===== src/common/wdog_consts.svh =====
`ifndef WDOG_CONSTS_SVH
`define WDOG_CONSTS_SVH
// ----------------------------------------------------------------------------
// Register map (index times four is the byte address)
// ----------------------------------------------------------------------------
`define WDOG_IDX_CTRL 6'h0a
`define WDOG_IDX_EVT_STATUS 6'h0b
`define WDOG_IDX_EVT_MASK 6'h0c
`define WDOG_CTRL_RESET 8'h00
`define WDOG_EVT_RESET 2'h0
// ----------------------------------------------------------------------------
// Control field positions
// ----------------------------------------------------------------------------
`define WDOG_BIT_RESTART 5
`define WDOG_BIT_RST_EN 4
`define WDOG_BIT_IRQ_EN 3
`define WDOG_BIT_CYC_EN 2
`define WDOG_BIT_FLAG 1
`define WDOG_BIT_RATE 0
// Event status and mask positions.
`define WDOG_EVT_TIMEOUT 0
`define WDOG_EVT_HALL 1
// ----------------------------------------------------------------------------
// Timing
// ----------------------------------------------------------------------------
`define WDOG_CLK_KHZ 10000
`define WDOG_FAST_MS 10
`define WDOG_SLOW_MS 20
`define WDOG_SETTLE_NS 400
`define WDOG_CLK_NS 100
`define WDOG_SETTLE_CYCLES ((`WDOG_SETTLE_NS + `WDOG_CLK_NS - 1) / `WDOG_CLK_NS)
`define WDOG_RST_PULSE_CYCLES 16
`endif


===== src/common/wdog_pkg.sv =====
package wdog_pkg;
    typedef logic [2:0] hall_mask_t;
    typedef logic [17:0] wdog_count_t;
    typedef enum logic [0:0] {CHECK_IDLE, CHECK_POWER} check_state_t;
endpackage : wdog_pkg


===== src/design/autonomous_watchdog_ctrl.sv =====
`timescale 1ns/1ps
`include "wdog_consts.svh"

module autonomous_watchdog_ctrl #(
    parameter int FAST_TICKS = `WDOG_FAST_MS * `WDOG_CLK_KHZ,
    parameter int SLOW_TICKS = `WDOG_SLOW_MS * `WDOG_CLK_KHZ
) (
    // Clock and reset
    input wire logic clk_in,
    input wire logic resetn_in,
    // Avalon-MM slave
    input wire logic [7:0] avs_address_in,
    input wire logic avs_read_in,
    input wire logic avs_write_in,
    input wire logic [31:0] avs_writedata_in,
    output logic [31:0] avs_readdata_out,
    output logic avs_waitrequest_out,
    // System mode and sensing pins
    input wire logic stop_mode_in,
    input wire wdog_pkg::hall_mask_t hall_sense_in,
    // Sensor configuration from on-chip logic
    input wire wdog_pkg::hall_mask_t hall_select_in,
    input wire logic hall_irq_enable_in,
    // Outputs toward the processor and the sensors
    output logic system_reset_out,
    output logic wake_irq_out,
    output logic irq_out,
    output logic osc_run_out,
    output wdog_pkg::hall_mask_t hall_power_out,
    output logic analog_check_out
);
    import wdog_pkg::*;

    // ------------------------------------------------------------------------
    // Pin synchronisers
    // ------------------------------------------------------------------------
    logic stop_meta;
    logic stop_q;
    hall_mask_t hall_meta;
    hall_mask_t hall_q;

    always_ff @(posedge clk_in or negedge resetn_in)
    begin
        if (!resetn_in)
        begin
            stop_meta <= 1'b0;
            stop_q <= 1'b0;
            hall_meta <= 3'h0;
            hall_q <= 3'h0;
        end
        else
        begin
            stop_meta <= stop_mode_in;
            stop_q <= stop_meta;
            hall_meta <= hall_sense_in;
            hall_q <= hall_meta;
        end
    end

    // ------------------------------------------------------------------------
    // Bus decode
    // ------------------------------------------------------------------------
    // Every access is answered on the second edge; unmapped reads return zero.
    wire req = avs_read_in | avs_write_in;
    wire wr_fire = avs_write_in & ~avs_waitrequest_out;
    wire rd_load = avs_read_in & avs_waitrequest_out;
    wire [5:0] idx = avs_address_in[7:2];
    wire hit_ctrl = (idx == `WDOG_IDX_CTRL);
    wire hit_status = (idx == `WDOG_IDX_EVT_STATUS);
    wire hit_mask = (idx == `WDOG_IDX_EVT_MASK);
    wire wr_ctrl = wr_fire & hit_ctrl;
    wire [7:0] wbyte = avs_writedata_in[7:0];

    // ------------------------------------------------------------------------
    // Control register fields
    // ------------------------------------------------------------------------
    logic rst_en;
    logic irq_en;
    logic cyc_en;
    logic flag;
    logic rate;
    logic [1:0] evt_status;
    logic [1:0] evt_mask;
    wdog_count_t cnt;

    wire osc_en = rst_en | irq_en | cyc_en;
    wire wdog_count_t limit = rate ? wdog_count_t'(FAST_TICKS - 1)
                                   : wdog_count_t'(SLOW_TICKS - 1);
    wire tick = osc_en & (cnt >= limit);
    wire restart_wr = wr_ctrl & wbyte[`WDOG_BIT_RESTART];
    wire flag_clr = wr_ctrl & wbyte[`WDOG_BIT_FLAG];
    wire restart = restart_wr | flag_clr;
    wire wdog_count_t next_cnt = (!osc_en || restart || tick) ? '0
                                                               : cnt + 18'h1;
    wire next_flag = tick | (flag & ~flag_clr);
    wire next_rst_en = rst_en | (wr_ctrl & wbyte[`WDOG_BIT_RST_EN]);
    // The readback never shows the restart bit or the two top bits.
    wire [7:0] ctrl_view = {2'b00, 1'b0, rst_en, irq_en, cyc_en, flag, rate};

    always_ff @(posedge clk_in or negedge resetn_in)
    begin
        if (!resetn_in)
        begin
            {rst_en, irq_en, cyc_en, flag, rate} <= 5'h00;
            cnt <= '0;
        end
        else
        begin
            cnt <= next_cnt;
            flag <= next_flag;
            rst_en <= next_rst_en;
            if (wr_ctrl)
            begin
                irq_en <= wbyte[`WDOG_BIT_IRQ_EN];
                cyc_en <= wbyte[`WDOG_BIT_CYC_EN];
                rate <= wbyte[`WDOG_BIT_RATE];
            end
        end
    end

    // ------------------------------------------------------------------------
    // Cyclic check of the Hall and analog inputs
    // ------------------------------------------------------------------------
    // The sensors are only powered for a short window to save STOP current.
    check_state_t chk_state;
    logic [3:0] chk_cnt;
    logic hall_wake;
    wire chk_start = cyc_en & stop_q & tick;
    wire chk_done = (chk_state == CHECK_POWER) && (chk_cnt == 4'(`WDOG_SETTLE_CYCLES - 1));
    wire hall_hit = chk_done & hall_irq_enable_in & |(hall_q & hall_select_in);
    wire next_hall_wake = hall_hit | (hall_wake & stop_q);
    check_state_t next_chk_state;

    always_comb
    begin
        next_chk_state = chk_state;
        unique case (chk_state)
            CHECK_IDLE:
            begin
                if (chk_start)
                    next_chk_state = CHECK_POWER;
            end
            CHECK_POWER:
            begin
                if (chk_done || !stop_q || !cyc_en)
                    next_chk_state = CHECK_IDLE;
            end
        endcase
    end

    always_ff @(posedge clk_in or negedge resetn_in)
    begin
        if (!resetn_in)
        begin
            chk_state <= CHECK_IDLE;
            chk_cnt <= 4'h0;
            hall_wake <= 1'b0;
        end
        else
        begin
            chk_state <= next_chk_state;
            chk_cnt <= (chk_state == CHECK_POWER) ? chk_cnt + 4'h1 : 4'h0;
            hall_wake <= next_hall_wake;
        end
    end

    // ------------------------------------------------------------------------
    // Reset and wake outputs
    // ------------------------------------------------------------------------
    logic [4:0] rst_cnt;
    // STOP simply masks the reset path, so RUN resumes with the same counter.
    wire rst_fire = tick & rst_en & ~stop_q;
    wire [4:0] next_rst_cnt = rst_fire ? 5'(`WDOG_RST_PULSE_CYCLES)
                                       : (rst_cnt != 5'h0) ? rst_cnt - 5'h1 : 5'h0;
    wire next_wake = stop_q & ((flag & irq_en) | hall_wake);
    wire [1:0] evt_set = {hall_hit, tick};
    wire [1:0] evt_clr = (wr_fire & hit_status) ? avs_writedata_in[1:0] : 2'h0;
    wire [1:0] next_status = evt_set | (evt_status & ~evt_clr);
    wire next_irq = |(next_status & evt_mask);
    wire [31:0] next_rdata = hit_ctrl ? {24'h0, ctrl_view}
                           : hit_status ? {30'h0, evt_status}
                           : hit_mask ? {30'h0, evt_mask} : 32'h0;

    always_ff @(posedge clk_in or negedge resetn_in)
    begin
        if (!resetn_in)
        begin
            rst_cnt <= 5'h0;
            system_reset_out <= 1'b0;
            wake_irq_out <= 1'b0;
            evt_status <= `WDOG_EVT_RESET;
            evt_mask <= `WDOG_EVT_RESET;
            irq_out <= 1'b0;
            osc_run_out <= 1'b0;
            hall_power_out <= 3'h0;
            analog_check_out <= 1'b0;
            avs_waitrequest_out <= 1'b1;
            avs_readdata_out <= 32'h0;
        end
        else
        begin
            rst_cnt <= next_rst_cnt;
            system_reset_out <= (next_rst_cnt != 5'h0);
            wake_irq_out <= next_wake;
            evt_status <= next_status;
            if (wr_fire && hit_mask)
                evt_mask <= avs_writedata_in[1:0];
            irq_out <= next_irq;
            osc_run_out <= osc_en;
            hall_power_out <= (next_chk_state == CHECK_POWER) ? hall_select_in : 3'h0;
            analog_check_out <= (next_chk_state == CHECK_POWER);
            avs_waitrequest_out <= ~(req & avs_waitrequest_out);
            if (rd_load)
                avs_readdata_out <= next_rdata;
        end
    end
endmodule : autonomous_watchdog_ctrl


===== config.mk =====
export PLATFORM = sky130hd
export DESIGN_NAME = autonomous_watchdog_ctrl
export DESIGN_NICKNAME = d
export VERILOG_FILES = /design/src/common/wdog_pkg.sv /design/src/design/autonomous_watchdog_ctrl.sv
export VERILOG_INCLUDE_DIRS = /design/src /design/src/common
export SDC_FILE = /design/constraint.sdc
export NUM_CORES = 1
export LEC_CHECK = 0
export BUFFER_PORTS_ARGS = -buffer_cell sky130_fd_sc_hd__buf_2
export CORE_MARGIN = 2
export CORE_UTILIZATION = 35
export DETAILED_ROUTE_END_ITERATION = 10
export PLACE_DENSITY_LB_ADDON = 0.3
export SYNTH_ARGS = -nofsm -noshare
export SYNTH_HDL_FRONTEND = slang
export SYNTH_SLANG_ARGS = --single-unit

===== constraint.sdc =====
create_clock -name clk_in -period 2.6 [get_ports clk_in]
set_input_delay 0.26 -clock clk_in [delete_from_list [all_inputs] [get_ports clk_in]]
set_output_delay 0.26 -clock clk_in [all_outputs]
set_load 0.02 [all_outputs]

==> results.md, run 1 <==
- The width of the die is 94.8 um.
- The startpoint identified for the worst hold timing path is stop_mode_in.
- The primary flip-flop cell chosen by synthesis mapping is sky130_fd_sc_hd__dfrtp_1.
- The number of distinct library cells after synthesis is 41.
- The number of remaining DRC errors is 0.
- The number of buffers and inverters on the critical path is 1.
- The fmax is 0.423 GHz.
- After floorplanning, the core was sized to cover 8090 um^2.
- The layout overhead on the synthesized area is 15.0%.
- The worst slack on hold paths is 35.2 ps.
- The final number of max-transition violations came to 0.
- The pin slew with the least headroom to its limit is 715 ps.
- The power per cell area is 598 nW/um^2.
- The largest net degree at the start of global routing is 33.
- The portion of the clock cycle consumed by the worst path in the final layout is 0.909.
- After layout, the worst setup slack is 238 ps.
- For this design, the slowest cell found on the critical path is sky130_fd_sc_hd__dfrtp_1.
- The share of cells above drive strength 1 is 0.179.
- In the final routed layout, each cell accounts on average for 12.1 um.
- Port buffering added 37 buffers.
- The deepest clock path buffer count is 2.
- The post-CTS setup repair buffer count is 0.
- Of the synthesized area, sequential elements account for 0.512.
- The ratio of routed vias to standard cells is 4.59.
- The data arrival time of the critical path is 2540 ps.
- Ranked by total cell area, the synthesized netlist is headed by sky130_fd_sc_hd__dfrtp_1 (50%), sky130_fd_sc_hd__buf_4 (7.0%), sky130_fd_sc_hd__ha_1 (4.8%).
- The initial utilization of the core area, before any placement, comes to 0.356.
- The worst register-to-register path begins at rate.
- Setup violations remaining at the end of the flow were counted as 0.
- The warning count from the yosys run is 0.
- The number of antenna diodes in the final layout is 0.
- Counting flops and latches in the post-synthesis netlist gives 59.
- The critical path goes through inv_1 -> ha_1 -> nand4b_1 -> or4_1 -> o31a_1 -> a21oi_1 -> nor3_1.
- For this design, the sink count on the clock tree is 59.
- After detailed placement, the total cell area comes to 3100 um^2.
- For this run, the number of standard cells in the final layout without fillers is 441.
- The run finished with clean final reports.
- The path class of the tightest hold or removal check is primary input to flip-flop.
- The aggregate global-route resource usage is 0.129.
- The number of placement rows is 33.
- Routability-driven placement finished with a final weighted congestion of 0.760.
- The die boundary height is 94.8 um.
- The CTS tree is done.
- The number of buffers inserted during clock tree synthesis is 9.
- The critical path startpoint is rate.
- The largest area contributor in the synthesized netlist is sky130_fd_sc_hd__dfrtp_1.
- The peak ir drop on the vdd network is 299 uV.
- The type of the setup path with the least slack is flip-flop to flip-flop.
- The via count of the first global-routing pass is 1892.
- A synthesized cell averages 10.2 um^2.
- The number of cells after detailed placement is 424.
- The worst setup path is captured at a flip-flop.
- The share of synthesized area in the top cell type comes to 0.503.
- Headroom to the max-slew limit came out at 0.517.
- The tool flagged a number of max-cap violations equal to 0.
- Setup repair after global routing left no endpoint under its margin.
- The completed layout was analyzed and its total power is 1.98 mW.
- The first global-routing pass estimated 8.89 mm of wire.
- OpenSTA, run right after detailed placement, puts the worst setup slack at 233 ps.
- By instance count, the leading cell after synthesis is sky130_fd_sc_hd__dfrtp_1.
- The maximum clock skew at final layout is 10.5 ps.
- The CTS H-tree depth is 3.
- The count of routing violations after the opening detailed-route iteration is 65.
- The synthesized netlist occupies a cell area of 2880 um^2.
- The initial antenna violation count is 0.
- The async set-reset flop share out of synthesis is 1.00.
- The post-DP HPWL is 4.06 mm.
- The net count of the finished layout is 394.
- The total number of vias is 2022.
- The family with the most delay on the worst path is compound AO/OA/AOI/OAI gates.
- The leakage power figure is 1.52 nW.
- The root buffer cell chosen for the clock tree is sky130_fd_sc_hd__clkbuf_8.
- By count the netlist is led by sky130_fd_sc_hd__dfrtp_1 (58), sky130_fd_sc_hd__nand2_1 (36), sky130_fd_sc_hd__nor2_1 (28).
- The die footprint is 8980 um^2.
- For this run the aggregate overflow at the end of global routing stands at 0.
- The maximum fanout along the worst path is 6.
- STA classifies the critical path startpoint as a flip-flop.
- Once detail routing completed, the nets flagged for antenna violations numbered 0.
- The first-pass detailed-route iteration total is 4.
- After layout, the minimum clock period comes to 2360 ps.
- The stage delay of the slowest cell on the critical path is 470 ps.
- The summed negative setup slack over all endpoints is 0 ps.
- For this run, the share of the core covered by cells in the final layout is 0.410.
- The post-detailed-routing wire length is 5.35 mm.
- After clock tree synthesis, the clock-pin slew on the worst setup and hold paths is 70 ps.
- Synthesis produced a netlist whose cell count is 283.
- The required time of the worst setup path is 2780 ps.
- The design area is 3320 um^2.
- The number of hold violations in the final report is 0.
- The number of synthesized flops with an enable pin is 0.
- 93 I/O pins were placed.
- At the later pin of the worst-skew pair, clock insertion delay measures 330 ps.
power breakdown:
part / switching (mW) / internal, mW / total [mW]
registers: 0.0237 / 0.950 / 0.973
clock network: 0.379 / 0.446 / 0.825
logic: 0.132 / 0.0511 / 0.183
what timing repair did:
action,in CTS,in global routing
hold buffers,1,0
hold endpoints to repair,26,0
endpoints found under the setup margin,0,0
resized for setup,0,0
path summary, 6_finish.rpt:
path	slack, ps	depth (start not counted)	end
worst max-delay path	240	7	rst_cnt[3]
worst min-delay path	40	1	stop_meta
worst max register to register	240	7	rst_cnt[3]
worst min register to register	340	0	hall_q[2]
max in group asynchronous	1500	3	hall_meta[2]
min in group asynchronous	490	2	cnt[4]
cell type report:
class	count	area [um^2]
Fill cell	818	4780
Clock inverter	7	77.6
Tap cell	105	131
Multi-Input combinational cell	209	1240
Clock buffer	9	124
Timing Repair Buffer	39	215
Sequential cell	59	1480
Inverter	13	48.8
registers in the layout, summed over array words and instances, names as in the netlist, 2 cells and up:
register          count
cnt                  18
avs_readdata_out      5
rst_cnt               5
chk_cnt               4
hall_meta             3
hall_power_out        3
hall_q                3
evt_mask              2
evt_status            2
per-layer routing:
layer  vias up  part of all wire  global-route usage
met5         -                 0                   0
met4         0            0.0084              0.0399
met3         5             0.061              0.0503
met2        45              0.50               0.212
met1       960              0.43               0.158
li1       1012                 -                   -
cell usage in the layout, fill, tap and decap left out, drive strengths merged, types with 5 or more instances in the layout:
master and n:
nor3 13, nor2 28, a21oi 8, clkbuf 9
buf 38, conb 27, and2 5, ha 11
dfrtp 58, nand2 36, xor2 7, nand3 7
xnor2 12, o21ai 17, inv 14
logic make-up after synthesis:
logic type      Yosys count  share of synthesized area
compound gates           39                     0.0959
xor+xnor                 19                     0.0577
simple gates            113                      0.194
fa+ha+maj                11                     0.0477
other cells               1                    0.00130
buf+inv                  41                     0.0911
flops                    59                      0.512
Power figures use the tool's default switching activity.
==> inputs of run 2 (changes only) <==
REMOVE_ABC_BUFFERS = 1   (was not set)
==> results.md, run 2 (synthesis gave the netlist of run 1 again) <==
- The number of buffers inserted during clock tree synthesis is 9 (unchanged).
- The count of routing violations after the opening detailed-route iteration is 65 (unchanged).
- The aggregate global-route resource usage came to 0.126 (was 0.129).
- The power share of the clock group is 0.415 (was 0.416).
- The number of remaining DRC errors is 0 (unchanged).
- The path type of the worst min-delay path was primary input to flip-flop (unchanged).
- The effective utilization at floorplan was 0.356 (unchanged).
- The layout overhead on the synthesized area is 13.9% (was 15.0%).
- The leakage power figure was 1.52 nW (about the same).
- The post-DP HPWL is 3.75 mm (was 4.06 mm).
- The number of hold violations in the final report was 0 (unchanged).
- The worst slew slack as a fraction of its limit is 0.485 (was 0.517).
- The clock-pin slew reported for the worst setup and hold paths after clock tree synthesis is 70 ps (about the same).
- The overall overflow remaining after global route came to 0 (unchanged).
- The share of cells above drive strength 1 was 0.176 (was 0.179).
- The first-pass detailed-route iteration total is 4 (unchanged).
- The portion of the clock cycle consumed by the worst path in the final layout is 0.910 (was 0.909).
- The most frequent standard cell in the layout excluding fill and tap cells is sky130_fd_sc_hd__dfrtp_1 (unchanged).
- The routability congestion estimate came to 0.775 (was 0.760).
- The pin slew with the least headroom to its limit is 761 ps (was 715 ps).
- The critical path startpoint is rate (unchanged).
- The ratio of routed vias to standard cells is 4.53 (was 4.59).
- The CTS tree was done (unchanged).
- The placeable core region was 8090 um^2 (unchanged).
- The type of the setup path with the least slack is flip-flop to flip-flop (unchanged).
- The post-cts resize count is 0 (unchanged).
- The number of placement rows is 33 (unchanged).
- The most flop-heavy register is cnt (unchanged).
- The post-detailed-routing wire length was 5.20 mm (was 5.35 mm).
- The worst slack on hold paths was 31.5 ps (was 35.2 ps).
- The power per cell area is 601 nW/um^2 (was 598 nW/um^2).
- The sequential group share of total power came to 0.493 (was 0.491).
- The count of max-cap constraint violations is 0 (unchanged).
- The clock period minus worst slack was 2370 ps (was 2360 ps).
- The final-report setup violation count is 0 (unchanged).
- The width of the die came to 94.8 um (unchanged).
- The data arrival time of the critical path is 2560 ps (was 2540 ps).
- The number of sinks on the clock net is 59 (unchanged).
- The die footprint is 8980 um^2 (unchanged).
- Most frequent cells in the layout: sky130_fd_sc_hd__dfrtp_1 (58), sky130_fd_sc_hd__buf_2 (37), sky130_fd_sc_hd__nand2_1 (36) (unchanged).
- The total number of vias is 1994 (was 2022).
- RSZ-0062 raised after global routing: no (unchanged).
- The number of buffers inserted by hold repair at cts is 0 (was 1).
- Status: finished, final reports clean (unchanged).
- The startpoint class of the critical path is a flip-flop (unchanged).
- The CTS H-tree depth is 3 (unchanged).
- Leading registers by flop count: cnt (18), avs_readdata_out (5), rst_cnt (5) (unchanged).
- The final number of max-transition violations is 0 (unchanged).
- The number of flip-flops under the largest register name is 18 (unchanged).
- The kind of end point of the critical path is a flip-flop (unchanged).
- The worst reg2reg path startpoint is rate (unchanged).
- The post-CTS setup repair buffer count came to 0 (unchanged).
- The instance count along the most critical hold path came to 1 (unchanged).
- The via count of the first global-routing pass was 1893 (was 1892).
- The summed negative setup slack over all endpoints came to 0 ps (unchanged).
- The routed wire length per instance is 11.8 um (was 12.1 um).
- The launch point of the worst hold path is hall_sense_in[1] (was stop_mode_in).
- The insertion delay to the later sink of the worst-skew pair was 340 ps (was 330 ps).
- The combinational share of power came to 0.092 (was 0.093).
- The required time of the worst setup path is 2790 ps (was 2780 ps).
- The die boundary height is 94.8 um (unchanged).
- The root buffer cell is sky130_fd_sc_hd__clkbuf_8 (unchanged).
- The cell-internal power came to 1.46 mW (was 1.45 mW).
- The antenna diode instance count is 0 (unchanged).
- The maximum fanout along the worst path is 18 (was 6).
- The antenna violation net count after detailed routing is 0 (unchanged).
- The switching portion of total power is 0.260 (was 0.270).
- The peak ir drop on the vdd network is 200 uV (was 299 uV).
- The post-placement worst setup slack is 217 ps (was 233 ps).
- The fmax came to 0.423 GHz (about the same).
- The reported net switching power is 0.513 mW (was 0.534 mW).
- The largest net degree at the start of global routing is 60 (was 33).
- The number of cells on the worst reg-to-reg path is 7 (unchanged).
- The initial antenna violation count is 0 (unchanged).
- The first-pass GRT wire length is 8.74 mm (was 8.89 mm).
- The number of top-level design ports is 93 (unchanged).
- The smallest setup slack after layout is 235 ps (was 238 ps).
- The total of buffers placed on input and output ports is 37 (unchanged).
- The net count of the finished layout is 393 (was 394).
- The maximum clock skew at final layout came to 8.83 ps (was 10.5 ps).
- The deepest clock path buffer count is 2 (unchanged).
run 2: through the flow:
| stage | std cells | util | total power, mW | instance area (um^2) |
|---|---|---|---|---|
| floorplan | 281 | - | 1.10 | 2770 |
| global placement | 424 | 0.382 | 1.17 | 3090 |
| detailed placement | 424 | 0.382 | 1.17 | 3090 |
| CTS | 440 | 0.406 | 2.00 | 3290 |
| global route | 440 | 0.406 | 2.07 | 3290 |
| finish | 440 | 0.406 | 1.97 | 3290 |
run 2: area by class of cell:
cell class,count,area (um^2)
fillers,828,4810
inverters,13,48.8
multi-input cells,209,1240
clock inverters,5,52.6
repair buffers,38,193
flip-flops and latches,59,1480
well taps,105,131
clock buffers,11,141
run 2: power by group through the flow:
stage                     clock, mW  sequential, mW  combinational (mW)
after global placement            0           0.989               0.181
after global routing          0.887           0.978               0.207
after detailed placement          0           0.990               0.184
final                         0.820           0.974               0.181
after CTS                     0.840           0.974               0.184
after floorplan                   0           0.995               0.102
run 2: critical path, stage by stage (launching register included):
cell                        delay, ps
sky130_fd_sc_hd__dfrtp_1          460
sky130_fd_sc_hd__inv_1            140
sky130_fd_sc_hd__ha_1             330
sky130_fd_sc_hd__nand4b_1          90
sky130_fd_sc_hd__or4_1            410
sky130_fd_sc_hd__o31a_1           360
sky130_fd_sc_hd__o2111ai_4        300
sky130_fd_sc_hd__nor2_1           120
run 2: worst paths after layout:
check / end / slack [ps]
setup / recovery: cnt[10] / 230
hold / removal: hall_meta[1] / 30
setup reg to reg: cnt[10] / 230
hold reg to reg: hall_q[0] / 350
max in group asynchronous: cnt[11] / 2050
min in group asynchronous: hall_power_out[2] / 60
run 2: per-layer routing:
| metal | vias up | part of all wire | global-route usage |
|---|---|---|---|
| li1 | 1002 | - | - |
| met1 | 937 | 0.46 | 0.152 |
| met2 | 47 | 0.47 | 0.212 |
| met3 | 8 | 0.055 | 0.0367 |
| met4 | 0 | 0.014 | 0.0507 |
| met5 | - | 0 | 0 |
==> inputs of run 3 (changes only) <==
--- a/config.mk
+++ b/config.mk
@@ -9,5 +9,5 @@
 export BUFFER_PORTS_ARGS = -buffer_cell sky130_fd_sc_hd__buf_2
 export CORE_MARGIN = 2
-export CORE_UTILIZATION = 35
+export CORE_UTILIZATION = 51
 export DETAILED_ROUTE_END_ITERATION = 10
 export PLACE_DENSITY_LB_ADDON = 0.3
==> constraint.sdc (replaced) <==
create_clock -name clk_in -period 2.6 [get_ports clk_in]
set_input_delay 0.65 -clock clk_in [delete_from_list [all_inputs] [get_ports clk_in]]
set_output_delay 0.65 -clock clk_in [all_outputs]
set_load 0.02 [all_outputs]
==> results.md, run 3 (synthesis gave the netlist of run 1 again) <==
- The final number of max-transition violations is 0 (unchanged).
- The count of max-cap constraint violations was 0 (unchanged).
- The insertion delay to the later sink of the worst-skew pair is 330 ps (was 340 ps).
- The clock-pin slew reported for the worst setup and hold paths after clock tree synthesis is 70 ps (about the same).
- The first-pass GRT wire length is 8.80 mm (was 8.74 mm).
- The net count of the finished layout is 395 (was 393).
- The maximum fanout along the worst path is 6 (was 18).
- The number of sinks on the clock net is 59 (unchanged).
- The power per cell area was 617 nW/um^2 (was 601 nW/um^2).
- The number of buffers inserted during clock tree synthesis is 9 (unchanged).
- The kind of end point of the critical path is a flip-flop (unchanged).
- RSZ-0062 raised after global routing: no (unchanged).
- The deepest clock path buffer count came to 2 (unchanged).
- The initial antenna violation count was 0 (unchanged).
- The area occupied by registers is 1480 um^2 (unchanged).
- The leakage power figure is 1.55 nW (was 1.52 nW).
- The share of cells above drive strength 1 is 0.184 (was 0.176).
- Leading registers by flop count: cnt (18), avs_readdata_out (5), rst_cnt (5) (unchanged).
- The area used by multi-input combinational logic is 1240 um^2 (unchanged).
- The root buffer cell is sky130_fd_sc_hd__clkbuf_8 (unchanged).
- The required time of the worst setup path is 2870 ps (was 2790 ps).
- Status: finished, final reports clean (unchanged).
- The post-cts resize count was 0 (unchanged).
- The most flop-heavy register is cnt (unchanged).
- The smallest setup slack after layout is 202 ps (was 235 ps).
- The CTS H-tree depth is 3 (unchanged).
- The routed wire length per instance is 12.9 um (was 11.8 um).
- The width of the die is 79.2 um (was 94.8 um).
- The post-placement worst setup slack is 199 ps (was 217 ps).
- The layout overhead on the synthesized area is 14.5% (was 13.9%).
- The final-report setup violation count is 0 (unchanged).
- The die boundary height is 79.2 um (was 94.8 um).
- The startpoint class of the critical path is a flip-flop (unchanged).
- The maximum clock skew at final layout is 6.43 ps (was 8.83 ps).
- The design area was 3300 um^2 (was 3290 um^2).
- The type of the setup path with the least slack was flip-flop to flip-flop (unchanged).
- The worst slack on hold paths was 337 ps (was 31.5 ps).
- The CTS tree is done (unchanged).
- The placeable core region was 5470 um^2 (was 8090 um^2).
- The data arrival time of the critical path came to 2670 ps (was 2560 ps).
- The aggregate global-route resource usage is 0.183 (was 0.126).
- The first-pass detailed-route iteration total is 4 (unchanged).
- The final core utilization is 0.604 (was 0.406).
- The post-DP HPWL is 3.96 mm (was 3.75 mm).
- The via count of the first global-routing pass is 1960 (was 1893).
- The number of top-level design ports is 93 (unchanged).
- The peak ir drop on the vdd network is 273 uV (was 200 uV).
- The effective utilization at floorplan was 0.527 (was 0.356).
- The die footprint is 6270 um^2 (was 8980 um^2).
- The antenna violation net count after detailed routing was 0 (unchanged).
- The summed negative setup slack over all endpoints came to 0 ps (unchanged).
- The number of flip-flops under the largest register name was 18 (unchanged).
- The ratio of routed vias to standard cells is 5.04 (was 4.53).
- The post-CTS setup repair buffer count is 0 (unchanged).
- The number of remaining DRC errors was 0 (unchanged).
- The number of buffers inserted by hold repair at cts is 0 (unchanged).
- The post-detailed-routing wire length is 5.27 mm (was 5.20 mm).
- The pin slew with the least headroom to its limit is 809 ps (was 761 ps).
- The largest net degree at the start of global routing is 33 (was 60).
- The routability congestion estimate was 0.764 (was 0.775).
- The path type of the worst min-delay path is primary input to asynchronous set/reset pin (was primary input to flip-flop).
- The total number of vias came to 2063 (was 1994).
- The number of placement rows was 27 (was 33).
- The fill cell instance count of the final layout is 467 (was 828).
- The fmax is 0.417 GHz (was 0.423 GHz).
- The number of hold violations in the final report came to 0 (unchanged).
- The clock period minus worst slack was 2400 ps (was 2370 ps).
- The worst slew slack as a fraction of its limit is 0.453 (was 0.485).
- Most frequent cells in the layout: sky130_fd_sc_hd__dfrtp_1 (58), sky130_fd_sc_hd__buf_2 (37), sky130_fd_sc_hd__nand2_1 (36) (unchanged).
- The overall overflow remaining after global route was 0 (unchanged).
- The portion of the clock cycle consumed by the worst path in the final layout came to 0.922 (was 0.910).
- The antenna diode instance count is 0 (unchanged).
- The cell area reported after detailed placement is 3090 um^2 (about the same).
- The count of routing violations after the opening detailed-route iteration is 129 (was 65).
- The total of buffers placed on input and output ports came to 37 (unchanged).
- The most frequent standard cell in the layout excluding fill and tap cells is sky130_fd_sc_hd__dfrtp_1 (unchanged).
## run 3: changes by cell type in the layout (fill, tap and decap cells not counted)
cell / previous run / this run
sky130_fd_sc_hd__clkbuf_1: 1 / 0
sky130_fd_sc_hd__clkbuf_8: 10 / 12
sky130_fd_sc_hd__clkinv_2: 3 / 2
sky130_fd_sc_hd__buf_12: 0 / 2
## run 3: final cells by class
cell class | instances | share of cell area
sequential | 59 | 0.447
multi-input combinational | 209 | 0.376
timing repair buffer | 40 | 0.0705
clock buffer | 12 | 0.0500
tap | 72 | 0.0273
inverter | 13 | 0.0148
clock inverter | 4 | 0.0144
## run 3: routing by layer
layer	track usage	part of all wire
met5	0	0
met1	0.223	0.45
met4	0.0931	0.021
met2	0.304	0.48
met3	0.0409	0.047
## run 3: final timing paths
kind | from | end | slack [ps] | cells after the start
setup / recovery | rate | hall_power_out[0] | 200 | 7
hold / removal | resetn_in | hall_power_out[2] | 340 | 1
setup reg to reg | rate | hall_power_out[0] | 200 | 7
hold reg to reg | hall_meta[1] | hall_q[1] | 350 | 0
max in group asynchronous | resetn_in | avs_waitrequest_out | 1610 | 2
min in group clk_in | hall_meta[1] | hall_q[1] | 350 | 0
## run 3: stage by stage
stage | total power, mW | cells
2_1_floorplan | 1.10 | 281
3_3_place_gp | 1.19 | 393
3_5_place_dp | 1.19 | 393
4_1_cts | 2.06 | 409
5_1_grt | 2.13 | 409
6_report | 2.04 | 409
## run 3: worst max-delay path, cell delays in order (launching register included)
cell and delay, ps:
sky130_fd_sc_hd__dfrtp_1 470, sky130_fd_sc_hd__inv_1 150, sky130_fd_sc_hd__ha_1 350, sky130_fd_sc_hd__nand4b_1 90, sky130_fd_sc_hd__or4_1 400, sky130_fd_sc_hd__o31a_1 350
sky130_fd_sc_hd__a311oi_4 340, sky130_fd_sc_hd__and2_1 180
## run 3: report_power, final
group / switching, mW / internal, mW
clock: 0.349 / 0.517
combinational: 0.136 / 0.0627
sequential: 0.0235 / 0.950
total: 0.509 / 1.53
